### src/design/rf_tx_defines.svh
// offsets, reset values, pin routing codes and counts for the control word bank
// assumes inclusion by the bank; the package and the bench do not include it
`ifndef RF_TX_DEFINES_SVH
`define RF_TX_DEFINES_SVH

// address codes formed from serial bits 23,22,1,0
`define REF_WORD_ADDR       4'h8
`define RATE_WORD_ADDR      4'h9
`define SHIFT_BITS          24
`define FIFO_DEPTH          16
`define FIFO_WIDTH          1

// reset values, aligned to serial bit positions
`define MODE_ZERO_RESET     22'h0070A2
`define MODE_ONE_RESET      22'h0070A0
`define REF_WORD_RESET      22'h100000
`define RATE_WORD_RESET     22'h340000
`define TRIM_WORD_RESET     22'h008000

// multipurpose pin routing codes
`define PIN_LOCK            2'h0
`define PIN_BIT_RATE_CLOCK            2'h1
`define PIN_BROWNOUT        2'h2

`endif

### src/design/rf_tx_pkg.sv
// types shared by the control word bank and the bench
// assumes rf_tx_defines.svh is compiled alongside
package rf_tx_pkg;
  typedef logic [21:0] word_t;
  typedef enum logic [4:0] {
    SEL_MODE_ZERO = 5'h01,
    SEL_MODE_ONE  = 5'h02,
    SEL_REF       = 5'h04,
    SEL_RATE      = 5'h08,
    SEL_TRIM      = 5'h10
  } word_sel_e;
endpackage

### src/design/rf_tx_control_word_bank.sv
// control word bank of a multiband transmitter: serial load, mode select, bit-rate chain
// assumes mclk is the 10 MHz reference; serial, strobe and mode pins are asynchronous
//
// Contract
// - reset loads every word with defaults
// - mode pin picks word zero or one
// - counter ratios in bits 21:17 and 16:8
// - bits 7:6 give attenuation code
// - word zero bits 3:2 give pump current
// - word zero bits 1:0 give band divider
// - word one bit 4 selects modulation
// - word one bit 3 gates amplifier
// - word one bits 2:0 set brownout
// - reference ratio bits 21:14, host 2..255
// - first rate divider 1,5,6,8
// - second rate divider two to code
// - third rate divider 16 or 15
// - capture low passes data straight through
// - capture high samples data on rate clock
// - bits 12:11 route the multipurpose pin
// - trim bit 20 closes crystal switch under on-off keying
// - trim bits 18:16 pick load capacitance
// - trim bit 15 picks detector reset source
// - standby low powers down, programming stays
// - 24 bits shifted, committed on strobe rise
// - address from bits 23,22,1,0
`timescale 1ns/1ps
`include "rf_tx_defines.svh"
`default_nettype none
module rf_tx_control_word_bank
  import rf_tx_pkg::*;
(
  input  wire logic       mclk,
  input  wire logic       rst,
  input  wire logic       serial_clock,
  input  wire logic       serial_data,
  input  wire logic       latch_strobe,
  input  wire logic       mode_select,
  input  wire logic       standby_pin,
  input  wire logic       tx_data,
  input  wire logic       lock_detect,
  input  wire logic       brownout_detect,
  output logic            powered_up,
  output logic [4:0]      counter_a_ratio,
  output logic [8:0]      counter_b_ratio,
  output logic [1:0]      amp_attenuation,
  output logic            tx_path_enable,
  output logic [1:0]      pump_current_select,
  output logic [1:0]      band_divider_select,
  output logic            fsk_select,
  output logic            amp_enable,
  output logic [1:0]      brownout_threshold,
  output logic            brownout_enable,
  output logic [7:0]      reference_ratio,
  output logic            multipurpose_output_pin,
  output logic            modulation_data,
  output logic            crystal_switch_closed,
  output logic [2:0]      crystal_load_trim,
  output logic            phase_detector_reset_source
);
  // ****************************************
  // pin synchronisers
  // ****************************************
  logic [4:0] sync_a;
  logic [4:0] sync_b;
  logic       sclk_prev;
  logic       strobe_prev;

  // two flops for every async pin; nothing but the second stage reads the first
  always_ff @(posedge mclk) begin
    if (rst) begin
      sync_a <= 5'h00;
      sync_b <= 5'h00;
    end else begin
      sync_a <= {serial_clock, serial_data, latch_strobe, mode_select, standby_pin};
      sync_b <= sync_a;
    end
  end

  // edge history reads only the second stage; both pins idle low, so no false edge
  always_ff @(posedge mclk) begin
    if (rst) begin
      sclk_prev   <= 1'b0;
      strobe_prev <= 1'b0;
    end else begin
      sclk_prev   <= sync_b[4];
      strobe_prev <= sync_b[2];
    end
  end

  logic sclk_rise;
  logic strobe_rise;
  logic mode_s;
  assign sclk_rise   = sync_b[4] & ~sclk_prev;
  assign strobe_rise = sync_b[2] & ~strobe_prev;
  assign mode_s      = sync_b[1];

  // ****************************************
  // serial shift register
  // ****************************************
  logic [23:0] shift_reg;

  // msb first; a bit enters on each serial clock rise
  always_ff @(posedge mclk) begin
    if (rst) begin
      shift_reg <= 24'h000000;
    end else if (sclk_rise) begin
      shift_reg <= {shift_reg[22:0], sync_b[3]};
    end
  end

  // ****************************************
  // address decode and word storage
  // ****************************************
  logic [3:0] addr;
  word_sel_e  sel;
  logic       sel_valid;
  assign addr = {shift_reg[23:22], shift_reg[1:0]};

  // don't-care address bits are masked; trim word answers to 11x0
  always_comb begin
    sel       = SEL_MODE_ZERO;
    sel_valid = 1'b1;
    case (addr[3:2])
      2'h0: sel = SEL_MODE_ZERO;
      2'h1: sel = SEL_MODE_ONE;
      2'h2: begin
        if (addr == `REF_WORD_ADDR) begin
          sel = SEL_REF;
        end else if (addr == `RATE_WORD_ADDR) begin
          sel = SEL_RATE;
        end else begin
          sel_valid = 1'b0;
        end
      end
      2'h3: begin
        sel       = SEL_TRIM;
        sel_valid = ~addr[0];
      end
      default: sel_valid = 1'b0;
    endcase
  end

  word_t mode_zero_setting_word;
  word_t mode_one_setting_word;
  word_t reference_divider_word;
  word_t bit_rate_and_pin_word;
  word_t crystal_trim_word;

  // mode zero word: default at reset, changes only on its own commit
  always_ff @(posedge mclk) begin
    if (rst) begin
      mode_zero_setting_word <= `MODE_ZERO_RESET;
    end else if (strobe_rise && sel_valid && sel == SEL_MODE_ZERO) begin
      mode_zero_setting_word <= shift_reg[21:0];
    end
  end

  // mode one word
  always_ff @(posedge mclk) begin
    if (rst) begin
      mode_one_setting_word <= `MODE_ONE_RESET;
    end else if (strobe_rise && sel_valid && sel == SEL_MODE_ONE) begin
      mode_one_setting_word <= shift_reg[21:0];
    end
  end

  // reference word; the host keeps the ratio legal, no clamp here
  always_ff @(posedge mclk) begin
    if (rst) begin
      reference_divider_word <= `REF_WORD_RESET;
    end else if (strobe_rise && sel_valid && sel == SEL_REF) begin
      reference_divider_word <= shift_reg[21:0];
    end
  end

  // bit-rate and pin word
  always_ff @(posedge mclk) begin
    if (rst) begin
      bit_rate_and_pin_word <= `RATE_WORD_RESET;
    end else if (strobe_rise && sel_valid && sel == SEL_RATE) begin
      bit_rate_and_pin_word <= shift_reg[21:0];
    end
  end

  // crystal trim word
  always_ff @(posedge mclk) begin
    if (rst) begin
      crystal_trim_word <= `TRIM_WORD_RESET;
    end else if (strobe_rise && sel_valid && sel == SEL_TRIM) begin
      crystal_trim_word <= shift_reg[21:0];
    end
  end

  // ****************************************
  // decoded settings
  // ****************************************
  word_t active;

  // mode pin picks the shared field range 21:5
  always_ff @(posedge mclk) begin
    if (rst) begin
      active <= `MODE_ZERO_RESET;
    end else begin
      active <= mode_s ? mode_one_setting_word : mode_zero_setting_word;
    end
  end

  // standby low powers down amplifier, brownout detector and rate chain but leaves loading alive
  assign powered_up = sync_b[0];

  // settings outputs are straight from word flops; brownout enable is also gated by powered_up
  assign counter_a_ratio     = active[21:17];
  assign counter_b_ratio     = active[16:8];
  assign amp_attenuation     = active[7:6];
  assign tx_path_enable      = active[5];
  assign pump_current_select = mode_zero_setting_word[3:2];
  assign band_divider_select = mode_zero_setting_word[1:0];
  assign fsk_select          = mode_one_setting_word[4];
  assign brownout_threshold  = mode_one_setting_word[2:1];
  assign brownout_enable     = mode_one_setting_word[0] & powered_up;
  assign reference_ratio     = reference_divider_word[21:14];
  assign crystal_load_trim   = crystal_trim_word[18:16];
  assign phase_detector_reset_source = crystal_trim_word[15];

  // amplifier runs only in transmit with its gate set
  assign amp_enable = mode_one_setting_word[3] & active[5] & powered_up;

  // switch is closed only under on-off keying with the trim bit set
  assign crystal_switch_closed = crystal_trim_word[20] & ~fsk_select;

  // ****************************************
  // bit-rate divider chain
  // ****************************************
  logic [2:0] first_cnt;
  logic [6:0] second_cnt;
  logic [3:0] third_cnt;
  logic [2:0] first_max;
  logic [6:0] second_max;
  logic [3:0] third_max;
  logic       first_tick;
  logic       second_tick;
  logic       bit_rate_clock;

  // terminal counts from the rate word fields
  always_comb begin
    case (bit_rate_and_pin_word[21:20])
      2'h0:    first_max = 3'h0;
      2'h1:    first_max = 3'h4;
      2'h2:    first_max = 3'h5;
      default: first_max = 3'h7;
    endcase
    second_max = 7'((8'h01 << bit_rate_and_pin_word[19:17]) - 8'h01);
    third_max  = bit_rate_and_pin_word[16] ? 4'hE : 4'hF;
  end

  assign first_tick  = (first_cnt >= first_max);
  assign second_tick = first_tick && (second_cnt >= second_max);

  // first divider free-runs; the later stages advance only on its tick
  always_ff @(posedge mclk) begin
    if (rst || !powered_up) begin
      first_cnt <= 3'h0;
    end else begin
      first_cnt <= first_tick ? 3'h0 : first_cnt + 3'h1;
    end
  end

  // second divider; >= so a shrunk terminal count cannot strand the counter
  always_ff @(posedge mclk) begin
    if (rst || !powered_up) begin
      second_cnt <= 7'h00;
    end else if (first_tick) begin
      second_cnt <= (second_cnt >= second_max) ? 7'h00 : second_cnt + 7'h01;
    end
  end

  // third divider sets the rate clock period
  always_ff @(posedge mclk) begin
    if (rst || !powered_up) begin
      third_cnt <= 4'h0;
    end else if (second_tick) begin
      third_cnt <= (third_cnt >= third_max) ? 4'h0 : third_cnt + 4'h1;
    end
  end

  // rate clock rises at the wrap and falls about mid-count; stopped in standby
  always_ff @(posedge mclk) begin
    if (rst || !powered_up) begin
      bit_rate_clock <= 1'b0;
    end else if (second_tick) begin
      if (third_cnt >= third_max) begin
        bit_rate_clock <= 1'b1;
      end else if (third_cnt == 4'h7) begin
        bit_rate_clock <= 1'b0;
      end
    end
  end

  // ****************************************
  // transmit data capture through the fifo
  // ****************************************
  logic capture;
  logic rate_prev;
  logic rate_rise;
  logic fifo_in_ready;
  logic fifo_out_data;
  logic fifo_out_valid;
  logic captured_bit;
  logic data_sync_a;
  logic data_sync_b;

  assign capture   = bit_rate_and_pin_word[15];
  assign rate_rise = bit_rate_clock & ~rate_prev;

  // sampled data is synchronised first; raw path stays unclocked
  always_ff @(posedge mclk) begin
    if (rst) begin
      data_sync_a <= 1'b0;
      data_sync_b <= 1'b0;
    end else begin
      data_sync_a <= tx_data;
      data_sync_b <= data_sync_a;
    end
  end

  // rate clock history for the capture edge
  always_ff @(posedge mclk) begin
    if (rst) begin
      rate_prev <= 1'b0;
    end else begin
      rate_prev <= bit_rate_clock;
    end
  end

  // fifo drains at once; it only fills if the modulator side stalls
  bit_fifo #(
    .WIDTH (`FIFO_WIDTH),
    .DEPTH (`FIFO_DEPTH)
  ) u_fifo (
    .mclk      (mclk),
    .rst       (rst),
    .in_data   (data_sync_b),
    .in_valid  (capture & rate_rise),
    .in_ready  (fifo_in_ready),
    .out_data  (fifo_out_data),
    .out_valid (fifo_out_valid),
    .out_ready (powered_up)
  );

  // last captured bit holds until the next one
  always_ff @(posedge mclk) begin
    if (rst) begin
      captured_bit <= 1'b0;
    end else if (fifo_out_valid && powered_up) begin
      captured_bit <= fifo_out_data;
    end
  end

  // direct mode is asynchronous by design, so tx_data is not sampled here
  assign modulation_data = capture ? captured_bit : tx_data;

  // ****************************************
  // multipurpose pin routing
  // ****************************************
  // a full fifo would mean lost capture; it cannot fill while powered up
  always_comb begin
    case (bit_rate_and_pin_word[12:11])
      `PIN_LOCK:     multipurpose_output_pin = lock_detect;
      `PIN_BIT_RATE_CLOCK:     multipurpose_output_pin = bit_rate_clock & fifo_in_ready;
      `PIN_BROWNOUT: multipurpose_output_pin = brownout_detect;
      default:       multipurpose_output_pin = 1'b0;
    endcase
  end
endmodule
`default_nettype wire

### src/design/bit_fifo.sv
// small synchronous fifo, valid/ready on both sides
// assumes one clock and synchronous active-high reset
`timescale 1ns/1ps
`default_nettype none
module bit_fifo #(
  parameter int WIDTH = 1,
  parameter int DEPTH = 16
) (
  input  wire logic             mclk,
  input  wire logic             rst,
  input  wire logic [WIDTH-1:0] in_data,
  input  wire logic             in_valid,
  output logic                  in_ready,
  output logic [WIDTH-1:0]      out_data,
  output logic                  out_valid,
  input  wire logic             out_ready
);
  localparam int AW = $clog2(DEPTH);
  logic [WIDTH-1:0] mem [DEPTH];
  logic [AW-1:0]    wr_ptr;
  logic [AW-1:0]    rd_ptr;
  logic [AW:0]      count;
  logic             push;
  logic             pop;

  // full and empty come straight from the occupancy count
  assign in_ready  = (count != DEPTH[AW:0]);
  assign out_valid = (count != '0);
  assign push      = in_valid & in_ready;
  assign pop       = out_valid & out_ready;
  assign out_data  = mem[rd_ptr];

  // storage has no reset; only the pointers and count need a defined value
  always_ff @(posedge mclk) begin
    if (push) begin
      mem[wr_ptr] <= in_data;
    end
  end

  // pointer and count bookkeeping
  always_ff @(posedge mclk) begin
    if (rst) begin
      wr_ptr <= '0;
      rd_ptr <= '0;
      count  <= '0;
    end else begin
      if (push) begin
        wr_ptr <= wr_ptr + 1'b1;
      end
      if (pop) begin
        rd_ptr <= rd_ptr + 1'b1;
      end
      count <= count + {{AW{1'b0}}, push} - {{AW{1'b0}}, pop};
    end
  end
endmodule
`default_nettype wire

### config.mk
export PLATFORM = sky130hd
export DESIGN_NAME = rf_tx_control_word_bank
export DESIGN_NICKNAME = d
export VERILOG_FILES = /design/src/design/rf_tx_pkg.sv /design/src/design/rf_tx_control_word_bank.sv /design/src/design/bit_fifo.sv
export VERILOG_INCLUDE_DIRS = /design/src /design/src/design
export SDC_FILE = /design/constraint.sdc
export NUM_CORES = 1
export LEC_CHECK = 0
export BUFFER_PORTS_ARGS = -buffer_cell sky130_fd_sc_hd__buf_4
export CORE_ASPECT_RATIO = 0.6
export CORE_MARGIN = 2
export CORE_UTILIZATION = 51
export DETAILED_ROUTE_END_ITERATION = 8
export GPL_ROUTABILITY_DRIVEN = 0
export PLACE_DENSITY = 0.79
export SETUP_SLACK_MARGIN = 0.3
export SYNTH_ARGS = -nofsm -noshare
export SYNTH_HDL_FRONTEND = slang
export SYNTH_SLANG_ARGS = --single-unit
### constraint.sdc
create_clock -name mclk -period 3.1 [get_ports mclk]
set_input_delay 0.62 -clock mclk [delete_from_list [all_inputs] [get_ports mclk]]
set_output_delay 0.62 -clock mclk [all_outputs]
set_load 0.005 [all_outputs]
==> results.ini <==
[clocking]
clk_latency_ps=420
ctsLongestPathBuffers=2
clkSinkCount=166
inserted_clock_buffers=17
clock-root-buffer=sky130_fd_sc_hd__clkbuf_16
post_cts_clock_slew_at_the_launch_and_capture_registers_of_the_worst_setup_and_hold_paths_ps=60
post_cts_hold_buffer_count=0
cts_tree=yes
cts.htree.levels=4

[route]
post_drt_wl_per_cell_um=14.9
firstDrtPassIters=4
drt_iter0_markers=288
vias=4936
drt.antenna.violating_nets=0
drc=0
vias_per_cell=5.32
totalWireLength_mm=13.9

[flow_run]
max-cap-violations=0

[grt]
groute.usage.overall=0.208
antenna_violations_before_repair=0
pin_count_of_the_biggest_net_entering_global_routing=77
via_count_of_the_first_global_routing_pass=4927
globalRoute.totalOverflow=0
first_pass_grt_wire_length_mm=23.0

[sta]
fin_skew_ps=8.59
timing_worst_slew_pin_value_ps=962
setup_tns_final_ps=0
timing.hold.ws_ps=414
slew_viol_final=0
period_needed_ps=2670
setup_violations=0
fmaxAchievable_mhz=374
post-route-period-util=0.862
timing.max_slew.rel_slack=0.359
report.final.hold_viol_count=0
grt_setup_unrepaired=no

[yosys]
synth_edf_count=16
synth_warnings=0
synthTopCellsByArea=sky130_fd_sc_hd__dfxtp_1, sky130_fd_sc_hd__nand2_1, sky130_fd_sc_hd__edfxtp_1
post-synth-top-area-cell=sky130_fd_sc_hd__dfxtp_1
synth_top_flop_cell=sky130_fd_sc_hd__dfxtp_1
syn-instance-count=716
netlist_top_cells_count=sky130_fd_sc_hd__dfxtp_1, sky130_fd_sc_hd__nand2_1, sky130_fd_sc_hd__a21oi_1, sky130_fd_sc_hd__nor2_1, sky130_fd_sc_hd__mux2i_1
yosysSeqAreaShare=0.523
ys_seq_elements=166
synth_top_area_share=0.451
ys_types=45
fraction_of_registers_with_async_set_or_reset_after_synthesis=0
netlist_area_um2=6660
nets_in_the_synthesized_netlist=752
post_synth.cell_area_avg_um2=9.31

[worst_setup_path]
critical_path.endpoint_type=flop
critical_path_required_ps=3440
critPathLaunchType=flop
timing.setup.critical_path_class=reg -> reg
crit_arrival_ps=3010
critPathMaxFanout=2

[final_layout]
post_route_cells_drive_above_1_share=0.142
areaGrowthSynthToFinish_pct=15.1
antenna_cells=0
final-instance-count-excl-fill=928
largest_register_ffs=24
layout_nets=781

[floorplanning]
initial_utilization=0.520
placementRows=32
boundary_pins=52
core_area_um2=12800
die-area_um2=14000
fp.dieW_um=152
die_h_um=92.5

[pwr]
static-leakage-power_nw=2.91
power_density_nw_per_um2=582
finalPower_mw=4.46
vdd.ir_drop.worst_v=0.000346

[placed_design]
port_buffers=51
placed_cells_incl_taps=894
dp_hpwl_mm=9.20

[outcome]
status=finished, final reports clean

[min_path]
worst_hold_path_type=in -> reg

-- cell type report --
type,count,area [µm²]
sequential,166,3480
clock inverter,12,96.3
clock buffer,20,458
inverter,17,63.8
fill,1073,5150
timing repair buffer,59,443
tap,170,213
multi-input combinational,484,2910
-- through the flow --
stage | cell area, µm² | setup WS (ps) | util
global placement | 7090 | 482 | 0.553
finish | 7670 | 429 | 0.598
CTS | 7640 | 306 | 0.596
global route | 7670 | 304 | 0.598
detailed placement | 7090 | 273 | 0.553
floorplan | 6660 | 523 | -
-- layer usage --
layer	wire length, µm	vias up	GRT usage	share of wire
li1	-	2439	-	-
met1	6390	2332	0.274	0.46
met2	6430	149	0.339	0.46
met3	895	16	0.0581	0.065
met4	140	0	0.0548	0.010
met5	0	-	0	0
-- cell families (layout without fill, tap and decap cells) --
kind of cell,Yosys count,count (layout),share of synthesized area
adders and majority gates,26,26,0.0500
AOI/OAI and AO/OA,98,98,0.0847
DFF,166,166,0.523
xor gates and xnor gates,16,16,0.0210
buffers and inverters,66,108,0.0428
and+or+nand+nor,305,305,0.212
muxes,39,39,0.0665
-- layout by cell type, fill, tap and decap left out, drive strengths merged, types with 3 or more instances in the layout --
cell	n
nand2	152
dfxtp	150
nor2	67
a21oi	67
buf	59
mux2i	33
nor2b	28
ha	25
clkbuf	20
inv	20
edfxtp	16
nand3b	13
xor2	11
a211o	10
o21ai	10
nor3	8
nand2b	7
nand3	6
nand4	6
clkinv	6
and3	5
xnor2	5
mux4	4
or3	3
o211ai	3
clkinvlp	3
-- report_power, final --
group          total, mW  leakage [nW]  internal, mW  switching (mW)
clock network       1.95         0.268          1.08           0.873
registers           2.23          1.39          2.20          0.0300
logic              0.278          1.25         0.123           0.155
-- path summary, 6_finish.rpt --
| kind | start | to | slack (ps) | depth (start not counted) |
|---|---|---|---|---|
| max reg2reg | u_fifo.count[3] | u_fifo.count[4] | 430 | 14 |
| min | serial_data | sync_a[3] | 410 | 2 |
| min reg2reg | sync_a[1] | sync_b[1] | 440 | 1 |
| max | u_fifo.count[3] | u_fifo.count[4] | 430 | 14 |
-- what timing repair did --
| item | CTS | global route |
|---|---|---|
| pin swaps | 1 | 2 |
| setup endpoints to repair | 1 | 1 |
| resized for setup | 0 | 4 |
| buffers inserted | 0 | 2 |
-- worst max-delay path, cell delays in order (launching register included) --
cell,delay [ps]
sky130_fd_sc_hd__dfxtp_1,340
sky130_fd_sc_hd__inv_1,80
sky130_fd_sc_hd__ha_1,180
sky130_fd_sc_hd__inv_1,50
sky130_fd_sc_hd__o41a_1,390
sky130_fd_sc_hd__ha_1,290
sky130_fd_sc_hd__inv_1,40
sky130_fd_sc_hd__ha_1,210
sky130_fd_sc_hd__inv_2,80
sky130_fd_sc_hd__fa_2,210
sky130_fd_sc_hd__inv_1,60
sky130_fd_sc_hd__a21oi_2,120
sky130_fd_sc_hd__nor2_1,50
sky130_fd_sc_hd__or3_1,360
sky130_fd_sc_hd__a21oi_2,140
Note: power is estimated with default switching activity, not from simulation.
